## src/rtl/rdct_pkg.sv

```systemverilog
// Purpose: Shared constants and types for the reloading down-counter timer.
// Assumes: 100 MHz system clock, classic Wishbone register access.
// Notes:   Register indices are word indices; the byte address is four times the index.

package rdct_pkg;

   //////////////////////////////////////////////////////////////////////////////
   // Clocking and prescaler.

   localparam int unsigned CLK_HZ     = 100_000_000;
   // The prescaler tick runs at twice the fastest count clock.
   localparam int unsigned TICK_HZ    = 16384;
   localparam int unsigned DIV_CYCLES = CLK_HZ / TICK_HZ;
   localparam int unsigned DIV_W      = 16;
   localparam int unsigned PRE_W      = 6;
   localparam int unsigned PRE_256_BIT = 5;

   //////////////////////////////////////////////////////////////////////////////
   // Register map.

   localparam int unsigned ADR_W = 14;
   localparam logic [11:0] FLAG_IDX   = 12'hF02;
   localparam logic [11:0] MASK_IDX   = 12'hF12;
   localparam logic [11:0] CNT_LO_IDX = 12'hF24;
   localparam logic [11:0] CNT_HI_IDX = 12'hF25;
   localparam logic [11:0] RLD_LO_IDX = 12'hF26;
   localparam logic [11:0] RLD_HI_IDX = 12'hF27;
   localparam logic [11:0] CTRL_IDX   = 12'hF78;
   localparam logic [11:0] CSEL_IDX   = 12'hF79;

   //////////////////////////////////////////////////////////////////////////////
   // Field positions and reset values.

   localparam int unsigned FLAG_BIT   = 0;
   localparam int unsigned MASK_BIT   = 0;
   localparam int unsigned RUN_BIT    = 0;
   localparam int unsigned RELOAD_BIT = 1;
   localparam int unsigned SEL_LSB    = 0;
   localparam int unsigned COUT_BIT   = 3;
   localparam logic        FLAG_RST   = 1'b0;
   localparam logic        MASK_RST   = 1'b0;
   localparam logic        RUN_RST    = 1'b0;
   localparam logic        COUT_RST   = 1'b0;

   typedef enum logic [2:0] {
      SEL_KEY_FILT   = 3'h0,
      SEL_KEY_DIRECT = 3'h1,
      SEL_256        = 3'h2,
      SEL_512        = 3'h3,
      SEL_1024       = 3'h4,
      SEL_2048       = 3'h5,
      SEL_4096       = 3'h6,
      SEL_8192       = 3'h7
   } rdct_sel_t;

   localparam rdct_sel_t SEL_RST = SEL_KEY_FILT;

   typedef enum logic [1:0] {
      BUS_IDLE = 2'h1,
      BUS_ACK  = 2'h2
   } rdct_bus_t;

endpackage

```

## src/rtl/rdct_timer.sv

```systemverilog
// Purpose: Reloading 8-bit down-counter timer with a Wishbone register slave.
// Assumes: One 100 MHz clock, synchronous active-high reset, classic Wishbone.
// Notes:   Count and reload data are deliberately left without reset.
//
// Overview of operation
// - Eight-bit down-counter preset from a value software writes.
// - On reaching zero the counter reloads and keeps counting alone.
// - Decrement only on falling count-clock edges while running.
// - Three-bit select: filtered key, direct key, or 256 to 8192 Hz.
// - Filtered key mode samples at 512 Hz rejecting short chatter.
// - Event flag sets on reaching zero whatever the mask.
// - Interrupt request only while the mask bit is one; mask resets low.
// - Reload value is two writable nibbles, loaded on reload strobe and zero.
// - Reload value zero gives one event every 256 edges.
// - Reload value and count are not initialised by reset.
// - Writing one to the reload strobe loads the counter; reads zero.
// - A reload while running resumes at once; stopped it holds.
// - Run bit starts and stops counting, keeps count, resets low.
// - Live count readable as two read-only nibbles.
// - Clock output enable drives the selected count clock out.
// - Event flag resets low and ignores software writes.
//
// Local design decision: the Wishbone slave port.

`timescale 1ns/100ps

module rdct_timer
   import rdct_pkg::*;
#(
   parameter int unsigned DIV_CYCLES = rdct_pkg::DIV_CYCLES
)
(
   input  wire logic                       clk_i,
   input  wire logic                       rst_i,
   input  wire logic                       wb_cyc_i,
   input  wire logic                       wb_stb_i,
   input  wire logic                       wb_we_i,
   input  wire logic [rdct_pkg::ADR_W-1:0] wb_adr_i,
   input  wire logic [3:0]                 wb_sel_i,
   input  wire logic [31:0]                wb_dat_i,
   output logic      [31:0]                wb_dat_o,
   output logic                            wb_ack_o,
   input  wire logic                       key_input_pin_i,
   output logic                            timer_irq_o,
   output logic                            shared_output_port_o,
   output logic                            shared_output_port_oe_o
);

   import rdct_pkg::*;

   //////////////////////////////////////////////////////////////////////////////
   // Elaboration checks.

   generate
      if (DIV_CYCLES < 2 || DIV_CYCLES > 65535)
      begin : g_bad_div
         $error("DIV_CYCLES must lie between 2 and 65535");
      end
   endgenerate

   localparam logic [DIV_W-1:0] DIV_LAST = DIV_W'(DIV_CYCLES - 1);

   //////////////////////////////////////////////////////////////////////////////
   // Declarations.

   logic [DIV_W-1:0] div_cnt_q;
   logic             tick_q;
   logic [PRE_W-1:0] pre_q;
   logic             key_s1_q;
   logic             key_s2_q;
   logic             key_s3_q;
   logic             key_level_q;
   logic             key_samp_q;
   logic             key_filt_q;
   logic             sel_level;
   logic             cclk_q;
   logic             cclk_fall;
   logic [7:0]       count_q;
   logic [7:0]       reload_q;
   logic             run_q;
   logic             mask_q;
   logic             flag_q;
   logic             cout_q;
   rdct_sel_t        sel_q;
   rdct_bus_t        bus_q;
   logic             req;
   logic             wr;
   logic             rd;
   logic [11:0]      idx;
   logic             wr_lo;
   logic             zero_evt;
   logic             reload_wr;
   logic [3:0]       rd_nib;

   //////////////////////////////////////////////////////////////////////////////
   // Prescaler: a tick enable and a binary chain of divided clocks.

   always_ff @(posedge clk_i)
   begin
      if (rst_i || div_cnt_q == DIV_LAST)
      begin
         div_cnt_q <= '0;
      end
      else
      begin
         div_cnt_q <= div_cnt_q + 1'b1;
      end
   end

   always_ff @(posedge clk_i)
   begin
      if (rst_i)
      begin
         tick_q <= 1'b0;
      end
      else
      begin
         tick_q <= (div_cnt_q == DIV_LAST);
      end
   end

   // Bit 0 is the 8192 Hz clock, each higher bit halves it.
   always_ff @(posedge clk_i)
   begin
      if (rst_i)
      begin
         pre_q <= '0;
      end
      else if (tick_q)
      begin
         pre_q <= pre_q + 1'b1;
      end
   end

   //////////////////////////////////////////////////////////////////////////////
   // Key input synchroniser and noise rejector.

   always_ff @(posedge clk_i)
   begin
      if (rst_i)
      begin
         key_s1_q <= 1'b0;
         key_s2_q <= 1'b0;
         key_s3_q <= 1'b0;
      end
      else
      begin
         key_s1_q <= key_input_pin_i;
         key_s2_q <= key_s1_q;
         key_s3_q <= key_s2_q;
      end
   end

   always_ff @(posedge clk_i)
   begin
      if (rst_i)
      begin
         key_level_q <= 1'b0;
      end
      else if (key_s2_q == key_s3_q)
      begin
         key_level_q <= key_s3_q;
      end
   end

   // Sampling noise rejector.
   // Samples are taken on both edges of the 256 Hz clock and a level passes
   // only when two successive samples agree, so a spike seen once is lost.
   always_ff @(posedge clk_i)
   begin
      if (rst_i)
      begin
         key_samp_q <= 1'b0;
         key_filt_q <= 1'b0;
      end
      else if (tick_q && pre_q[PRE_256_BIT-1:0] == '1)
      begin
         key_samp_q <= key_level_q;
         if (key_samp_q == key_level_q)
         begin
            key_filt_q <= key_level_q;
         end
      end
   end

   //////////////////////////////////////////////////////////////////////////////
   // Count clock selection and falling edge detection.

   always_comb
   begin
      case (sel_q)
         SEL_KEY_FILT:   sel_level = key_filt_q;
         SEL_KEY_DIRECT: sel_level = key_level_q;
         SEL_256:        sel_level = pre_q[5];
         SEL_512:        sel_level = pre_q[4];
         SEL_1024:       sel_level = pre_q[3];
         SEL_2048:       sel_level = pre_q[2];
         SEL_4096:       sel_level = pre_q[1];
         default:        sel_level = pre_q[0];
      endcase
   end

   always_ff @(posedge clk_i)
   begin
      if (rst_i)
      begin
         cclk_q <= 1'b0;
      end
      else
      begin
         cclk_q <= sel_level;
      end
   end

   assign cclk_fall = cclk_q & ~sel_level & run_q;

   //////////////////////////////////////////////////////////////////////////////
   // Wishbone slave: one wait state, ack for one cycle.

   assign req   = wb_cyc_i & wb_stb_i & (bus_q == BUS_IDLE);
   assign wr    = req & wb_we_i;
   assign rd    = req & ~wb_we_i;
   assign wr_lo = wr & wb_sel_i[0];
   assign idx   = wb_adr_i[ADR_W-1:2];

   always_ff @(posedge clk_i)
   begin
      if (rst_i)
      begin
         bus_q <= BUS_IDLE;
      end
      else
      begin
         case (bus_q)
            BUS_IDLE:
            begin
               if (req)
               begin
                  bus_q <= BUS_ACK;
               end
            end
            default:
            begin
               bus_q <= BUS_IDLE;
            end
         endcase
      end
   end

   always_ff @(posedge clk_i)
   begin
      if (rst_i)
      begin
         wb_ack_o <= 1'b0;
      end
      else
      begin
         wb_ack_o <= req;
      end
   end

   always_comb
   begin
      rd_nib = 4'h0;
      if (idx == FLAG_IDX)
      begin
         rd_nib[FLAG_BIT] = flag_q;
      end
      else if (idx == MASK_IDX)
      begin
         rd_nib[MASK_BIT] = mask_q;
      end
      else if (idx == CNT_LO_IDX)
      begin
         rd_nib = count_q[3:0];
      end
      else if (idx == CNT_HI_IDX)
      begin
         rd_nib = count_q[7:4];
      end
      else if (idx == RLD_LO_IDX)
      begin
         rd_nib = reload_q[3:0];
      end
      else if (idx == RLD_HI_IDX)
      begin
         rd_nib = reload_q[7:4];
      end
      else if (idx == CTRL_IDX)
      begin
         rd_nib[RUN_BIT] = run_q;
      end
      else if (idx == CSEL_IDX)
      begin
         rd_nib[SEL_LSB +: 3] = sel_q;
         rd_nib[COUT_BIT]     = cout_q;
      end
   end

   always_ff @(posedge clk_i)
   begin
      if (rst_i)
      begin
         wb_dat_o <= 32'h0000_0000;
      end
      else if (rd)
      begin
         wb_dat_o <= {28'h000_0000, rd_nib};
      end
   end

   //////////////////////////////////////////////////////////////////////////////
   // Control registers.

   always_ff @(posedge clk_i)
   begin
      if (rst_i)
      begin
         run_q <= RUN_RST;
      end
      else if (wr_lo && idx == CTRL_IDX)
      begin
         run_q <= wb_dat_i[RUN_BIT];
      end
   end

   always_ff @(posedge clk_i)
   begin
      if (rst_i)
      begin
         mask_q <= MASK_RST;
      end
      else if (wr_lo && idx == MASK_IDX)
      begin
         mask_q <= wb_dat_i[MASK_BIT];
      end
   end

   always_ff @(posedge clk_i)
   begin
      if (rst_i)
      begin
         sel_q  <= SEL_RST;
         cout_q <= COUT_RST;
      end
      else if (wr_lo && idx == CSEL_IDX)
      begin
         sel_q  <= rdct_sel_t'(wb_dat_i[SEL_LSB +: 3]);
         cout_q <= wb_dat_i[COUT_BIT];
      end
   end

   // No reset on the reload value.
   always_ff @(posedge clk_i)
   begin
      if (wr_lo && idx == RLD_LO_IDX)
      begin
         reload_q[3:0] <= wb_dat_i[3:0];
      end
      if (wr_lo && idx == RLD_HI_IDX)
      begin
         reload_q[7:4] <= wb_dat_i[3:0];
      end
   end

   //////////////////////////////////////////////////////////////////////////////
   // Down-counter.

   assign reload_wr = wr_lo && idx == CTRL_IDX && wb_dat_i[RELOAD_BIT];

   // Zero reached on this edge.
   // The zero state is replaced by the reload value in the same edge, so
   // software normally never reads zero unless the reload value is zero.
   assign zero_evt = cclk_fall && count_q == 8'h01;

   // A reload of zero wraps through all 256 states.
   // Reload strobe wins over a count edge in the same cycle.
   always_ff @(posedge clk_i)
   begin
      if (reload_wr || zero_evt)
      begin
         count_q <= reload_q;
      end
      else if (cclk_fall)
      begin
         count_q <= count_q - 8'h01;
      end
   end

   //////////////////////////////////////////////////////////////////////////////
   // Event flag and interrupt request.

   // Flag set on zero regardless of mask.
   // Flag resets low and ignores writes.
   // Read clears the flag; a new event in the same cycle wins.
   always_ff @(posedge clk_i)
   begin
      if (rst_i)
      begin
         flag_q <= FLAG_RST;
      end
      else if (zero_evt)
      begin
         flag_q <= 1'b1;
      end
      else if (rd && idx == FLAG_IDX)
      begin
         flag_q <= 1'b0;
      end
   end

   always_ff @(posedge clk_i)
   begin
      if (rst_i)
      begin
         timer_irq_o <= 1'b0;
      end
      else
      begin
         timer_irq_o <= flag_q & mask_q;
      end
   end

   //////////////////////////////////////////////////////////////////////////////
   // Clock output to the shared port.

   always_ff @(posedge clk_i)
   begin
      if (rst_i)
      begin
         shared_output_port_o    <= 1'b0;
         shared_output_port_oe_o <= 1'b0;
      end
      else
      begin
         shared_output_port_o    <= cout_q & sel_level;
         shared_output_port_oe_o <= cout_q;
      end
   end

endmodule
```

## config.mk

```make
export PLATFORM = sky130hd
export DESIGN_NAME = rdct_timer
export DESIGN_NICKNAME = d
export VERILOG_FILES = /design/src/rtl/rdct_pkg.sv /design/src/rtl/rdct_timer.sv
export SDC_FILE = /design/constraint.sdc
export NUM_CORES = 1
export LEC_CHECK = 0
export ABC_AREA = 0
export BUFFER_PORTS_ARGS = -buffer_cell sky130_fd_sc_hd__buf_2
export CAP_MARGIN = 40
export CORE_MARGIN = 2
export CORE_UTILIZATION = 55
export DETAILED_ROUTE_END_ITERATION = 8
export PLACE_DENSITY = 0.94
export SYNTH_ARGS = -nofsm -noshare
export SYNTH_HDL_FRONTEND = slang
export SYNTH_SLANG_ARGS = --single-unit
```

## constraint.sdc

```tcl
create_clock -name clk_i -period 4.95 [get_ports clk_i]
set_input_delay 0.495 -clock clk_i [delete_from_list [all_inputs] [get_ports clk_i]]
set_output_delay 0.495 -clock clk_i [all_outputs]
set_load 0.01 [all_outputs]
```

Word level (Yosys, flattened, before mapping)
Index checks and enable logic that the tools add are counted.
{"block": "op_classes", "n_eq_ne": 20, "addsub": 3, "n_mux": 16, "n_bitwise": 12, "reduce_logical": 16}
{"operator": "12-bit == test, second input constant", "count": 8}
{"operator": "4-bit two-way mux", "count": 5}
{"operator": "16-bit by 1-bit adder with 16-bit output, second input constant", "count": 1}
{"operator": "16-bit by 13-bit == test with 1-bit output, second input constant", "count": 1}
{"operator": "8-bit two-way mux", "count": 2}
{"operator": "1-bit AND", "count": 9}
{"operator": "3-bit == test, second input constant", "count": 3}
{"operator": "1-bit logical AND", "count": 9}
{"operator": "3-bit two-way mux", "count": 3}
{"operator": "8-bit by 1-bit == test with 1-bit output, second input constant", "count": 1}
{"operator": "8-bit by 1-bit subtractor with 8-bit output, second input constant", "count": 1}
{"operator": "1-bit one-hot mux with 7 select lines", "count": 1}
{"operator": "6-bit by 1-bit adder with 6-bit output, second input constant", "count": 1}
{"operator": "3-bit by 2-bit == test with 1-bit output, second input constant", "count": 2}
{"operator": "5-bit == test, second input constant", "count": 1}
{"operator": "1-bit two-way mux", "count": 5}
{"operator": "2-bit nonzero test", "count": 2}
{"operator": "3-bit by 1-bit == test with 1-bit output, second input constant", "count": 1}
{"operator": "3-bit logical NOT", "count": 1}
{"operator": "1-bit NOT", "count": 3}
{"operator": "1-bit == test", "count": 2}
{"operator": "2-bit by 1-bit == test with 1-bit output, second input constant", "count": 1}
{"operator": "1-bit logical OR", "count": 2}
{"operator": "2-bit AND reduction", "count": 1}
{"operator": "2-bit OR reduction", "count": 1}
{"block": "totals", "in_bits": 56, "elab_cells": 91, "out_inout_bits": 36, "register_bits": 63}

Depth between registers and ports, before layout
{"block": "logic_depth", "word_depth": 9, "depth_mapped": 9, "depth_no_buf": 7}

Least setup slack after synthesis
OpenSTA, ideal clock, no wires.
{"block": "synth_timing", "path_type": "in2reg", "start": "input port wb_adr_i[12] (netlist bit)", "end": "register count_q[0] (data pin)", "setup_time_ps": 260, "path_buffers": 0, "t_required_ps": 4690, "setup_slack_ps": 2979, "arrival_ps": 1711, "path_stages": 5, "cell_sequence": "nand4_1 -> nor4_2 -> nand4_4 -> o21ai_4 -> mux2_4"}
{"block": "synth_via", "elab_chain_cells": 5}
{"element": "start, declared", "line_no": "rdct_timer.sv:38", "text": "input wire logic [rdct_pkg::ADR_W-1:0] wb_adr_i,"}
{"element": "12-bit == test", "line_no": "rdct_timer.sv:369", "text": "assign reload_wr = wr_lo && idx == CTRL_IDX && wb_dat_i[RELOAD_BIT];"}
{"element": "1-bit logical AND (2 in a row)", "line_no": "rdct_timer.sv:369"}
{"element": "1-bit logical OR", "line_no": "rdct_timer.sv:380", "text": "if (reload_wr || zero_evt)"}
{"element": "8-bit two-way mux", "line_no": "rdct_timer.sv:380"}
{"element": "end signal, assigned", "line_no": "rdct_timer.sv:382", "text": "count_q <= reload_q;"}
{"element": "end signal, assigned", "line_no": "rdct_timer.sv:386", "text": "count_q <= count_q - 8'h01;"}
{"element": "end, declared", "line_no": "rdct_timer.sv:78", "text": "logic [7:0] count_q;"}
No other way between the ends.
A chain may end at the register's enable or synchronous reset.

Worst setup path in the final report
{"block": "layout_timing", "start": "register sel_q[1]", "end": "register count_q[6] (data pin)"}
{"block": "layout_via", "elab_chain_cells": 8, "elab_cells_between_ends": 14, "classes_between": "eq/ne (6); mux (2); bitwise (3); reduce/logical (3)"}
{"element": "start, declared", "line_no": "rdct_timer.sv:84", "text": "rdct_sel_t sel_q;"}
{"element": "start signal, assigned", "line_no": "rdct_timer.sv:348", "text": "sel_q <= rdct_sel_t'(wb_dat_i[SEL_LSB +: 3]);"}
{"element": "3-bit == test, or another cell as far along", "line_no": "rdct_timer.sv:191", "text": "case (sel_q)"}
{"element": "1-bit one-hot mux with 7 select lines *", "line_no": "rdct_timer.sv:191"}
{"element": "1-bit NOT *", "line_no": "rdct_timer.sv:215", "text": "assign cclk_fall = cclk_q & ~sel_level & run_q;"}
{"element": "1-bit AND * (2 in a row)", "line_no": "rdct_timer.sv:215"}
{"element": "1-bit logical AND *", "line_no": "rdct_timer.sv:374", "text": "assign zero_evt = cclk_fall && count_q == 8'h01;"}
{"element": "1-bit logical OR *", "line_no": "rdct_timer.sv:380"}
{"element": "8-bit two-way mux *", "line_no": "rdct_timer.sv:380"}
Mark *: on every way between the ends. The rest lies on a longest branch, timed or not.

==> out/results.ini <==
[status]
outcome = completed

[drt]
num_vias = 2323
wl_per_cell_um = 13.6
drc = 0
drt-total-wl_mm = 5.95
first_pass_iters = 4
drt_iter0_markers = 122
via_per_inst = 5.30
ant_nets = 0

[worst_setup_path]
critical_path_arrival_ns = 2.20
critical_path_class = register to register
worstPathRequired_ns = 5.05
path_cells = mux2i_1, mux4_2, nand3_2, o21ai_4, mux2_4
start_kind = register
cp_slowest_cell = dfxtp_1
path_max_fanout = 8
cp_top_family = multiplexers
cpPeakStageDelay_ns = 0.49
cp-end-kind = register
worst-path-buf-inv = 0

[timing]
hold_viol = 0
max_freq_mhz = 477
setup_viol = 0
post-route-period-util_pct = 42.4
maxSlewViolCount = 0
worstMarginPinSlew_ns = 0.817
grt_setup_unrepaired = no
max-slew-margin-rel_pct = 45.1
clock_skew_ns = 0.00876
tns_ns = 0
fin_crit_ns = 2.10

[floorplan]
io_pins = 92
core_area_um2 = 5540
rows = 27
dieArea_um2 = 6390
die_x_um = 80.0
initial_core_util_pct = 57.3
die_height_um = 80.0

[clock_tree]
cts.reportedPaths.clkPinSlew_ns = 0.07
cts.sinks = 63
numCtsBuffers = 9
ctsLongestPathBuffers = 2
cts_setup_buffers = 0
ctsResizeCount = 0
postCtsHoldBufs = 0
htree_levels = 3
cts-root-buf = clkbuf_8
clock_latency_ns = 0.35
tritoncts = built

[global_routing]
grt.met3_usage_pct = 5.43
grtUsageMet2_pct = 35.6
grt_pass1_vias = 2232
met1_usage_pct = 21.2
antenna_found_initial = 0
top_usage_layer = met2
grt_pass1_wl_mm = 9.71
grt_max_degree = 32
grtUsageTotal_pct = 19.9
grt_overflow = 0

[synth]
synth_top_area_share_pct = 29.7
yosys_most_used_dff = dfxtp_1
synth_cells = 331
synthTopCellsByArea = dfxtp_1, edfxtp_1, buf_4
yosysUniqueCellTypes = 48
ys_seq_area_share_pct = 44.8
async_flop_share_pct = 0
yosysWarningCount = 0
synth.cell_area_um2 = 3170
synth_top_area_cell = dfxtp_1
ys_ff_latch = 63
synth.avg_cell_area_um2 = 9.59
synth_edf_count = 16

[final_layout]
syn2layout_area_growth_pct = 8.95
layout_commonest_cell = nor2_1
diodes = 0
drive_gt1_share_pct = 16.9
final_cell_mix = nor2_1, dfxtp_1, buf_2
final_nets = 423
fillCellCount = 454

[placement]
post-dp-hpwl_mm = 4.44
place_congestion = 0.880
numPortBuffers = 30

[pwr]
power_w = 0.00103
irDropWorstVdd_uv = 386
p_leak_nw = 1.38
powerDensity_nw_per_um2 = 297

[hold_path]
hp-class = primary input to register

[run]
cap_viol_max_count = 0

==> registers in the layout, summed over array words and instances (netlist names), 2 cells and up <==
| signal | count |
|---|---|
| bus_q | 2 |
| count_q | 8 |
| div_cnt_q | 16 |
| pre_q | 6 |
| reload_q | 8 |
| sel_q | 3 |
| wb_dat_o | 4 |
==> power by group <==
part	switching (W)	internal [W]	leakage (nW)	total, W
logic	0.0000335	0.0000140	0.753	0.0000474
registers	0.00000325	0.000530	0.529	0.000533
clock network	0.000210	0.000236	0.0977	0.000445
==> synth_stat cells, drive strengths merged, types with 6 or more instances <==
| cell type | instances |
|---|---|
| dfxtp | 47 |
| mux2 | 7 |
| o21ai | 7 |
| xor2 | 13 |
| edfxtp | 16 |
| buf | 30 |
| mux2i | 15 |
| nand3 | 14 |
| nand2 | 26 |
| nand4 | 11 |
| xnor2 | 10 |
| clkbuf | 9 |
| a21oi | 10 |
| ha | 6 |
| nor2 | 55 |
| and3 | 6 |
==> through the flow <==
| stage | util, % | hold WS, ns | instances | instance area (µm²) | worst slack (ns) |
|---|---|---|---|---|---|
| 2_1_floorplan | - | 0.414 | 358 | 3270 | 2.98 |
| 4_1_cts | 62.4 | 0.340 | 438 | 3460 | 2.84 |
| 6_report | 62.4 | 0.356 | 438 | 3460 | 2.85 |
| 5_1_grt | 62.4 | 0.354 | 438 | 3460 | 2.74 |
| 3_3_place_gp | 58.9 | 0.429 | 422 | 3260 | 2.54 |
| 3_5_place_dp | 58.9 | 0.437 | 422 | 3260 | 2.50 |
==> worst register-to-register path: stages (launching register included) <==
cell,delay (ns)
dfxtp_1,0.49
mux2i_1,0.23
mux4_2,0.30
nand3_2,0.14
o21ai_4,0.35
mux2_4,0.34
==> cells by family after synthesis <==
logic type               Yosys count  synth area share, %
multiplexers                      23                 8.75
buffers and inverters             44                 8.79
XOR/XNOR                          23                 6.35
AO/OA/AOI/OAI                     29                 5.95
AND/OR/NAND/NOR                  142                 22.9
flip-flops                        63                 44.8
other                              1                0.118
adder cells (fa/ha/maj)            6                 2.37
==> cell type report <==
cell class	instances	area [µm²]	share of cell area, %
multi-input cells	251	1570	45.5
flip-flops and latches	63	1420	41.1
repair buffers	31	158	4.56
clock buffers	10	128	3.69
well taps	72	90.1	2.61
clock inverters	6	67.6	1.95
inverters	5	18.8	0.543
==> routing by layer <==
metal	part of all wire [%]	vias up
met5	0	-
met4	1.7	0
met3	3.8	11
met2	54	60
met1	40	1099
li1	-	1153
==> final timing paths <==
kind,cells past startpoint,to,startpoint,slack (ns)
hold / removal,2,key_s1_q,key_input_pin_i,0.36
setup reg to reg,5,count_q[6],sel_q[1],2.85
hold reg to reg,2,timer_irq_o,mask_q,0.45
setup / recovery,5,count_q[6],sel_q[1],2.85
No activity file was read; power rests on OpenSTA's default activity.
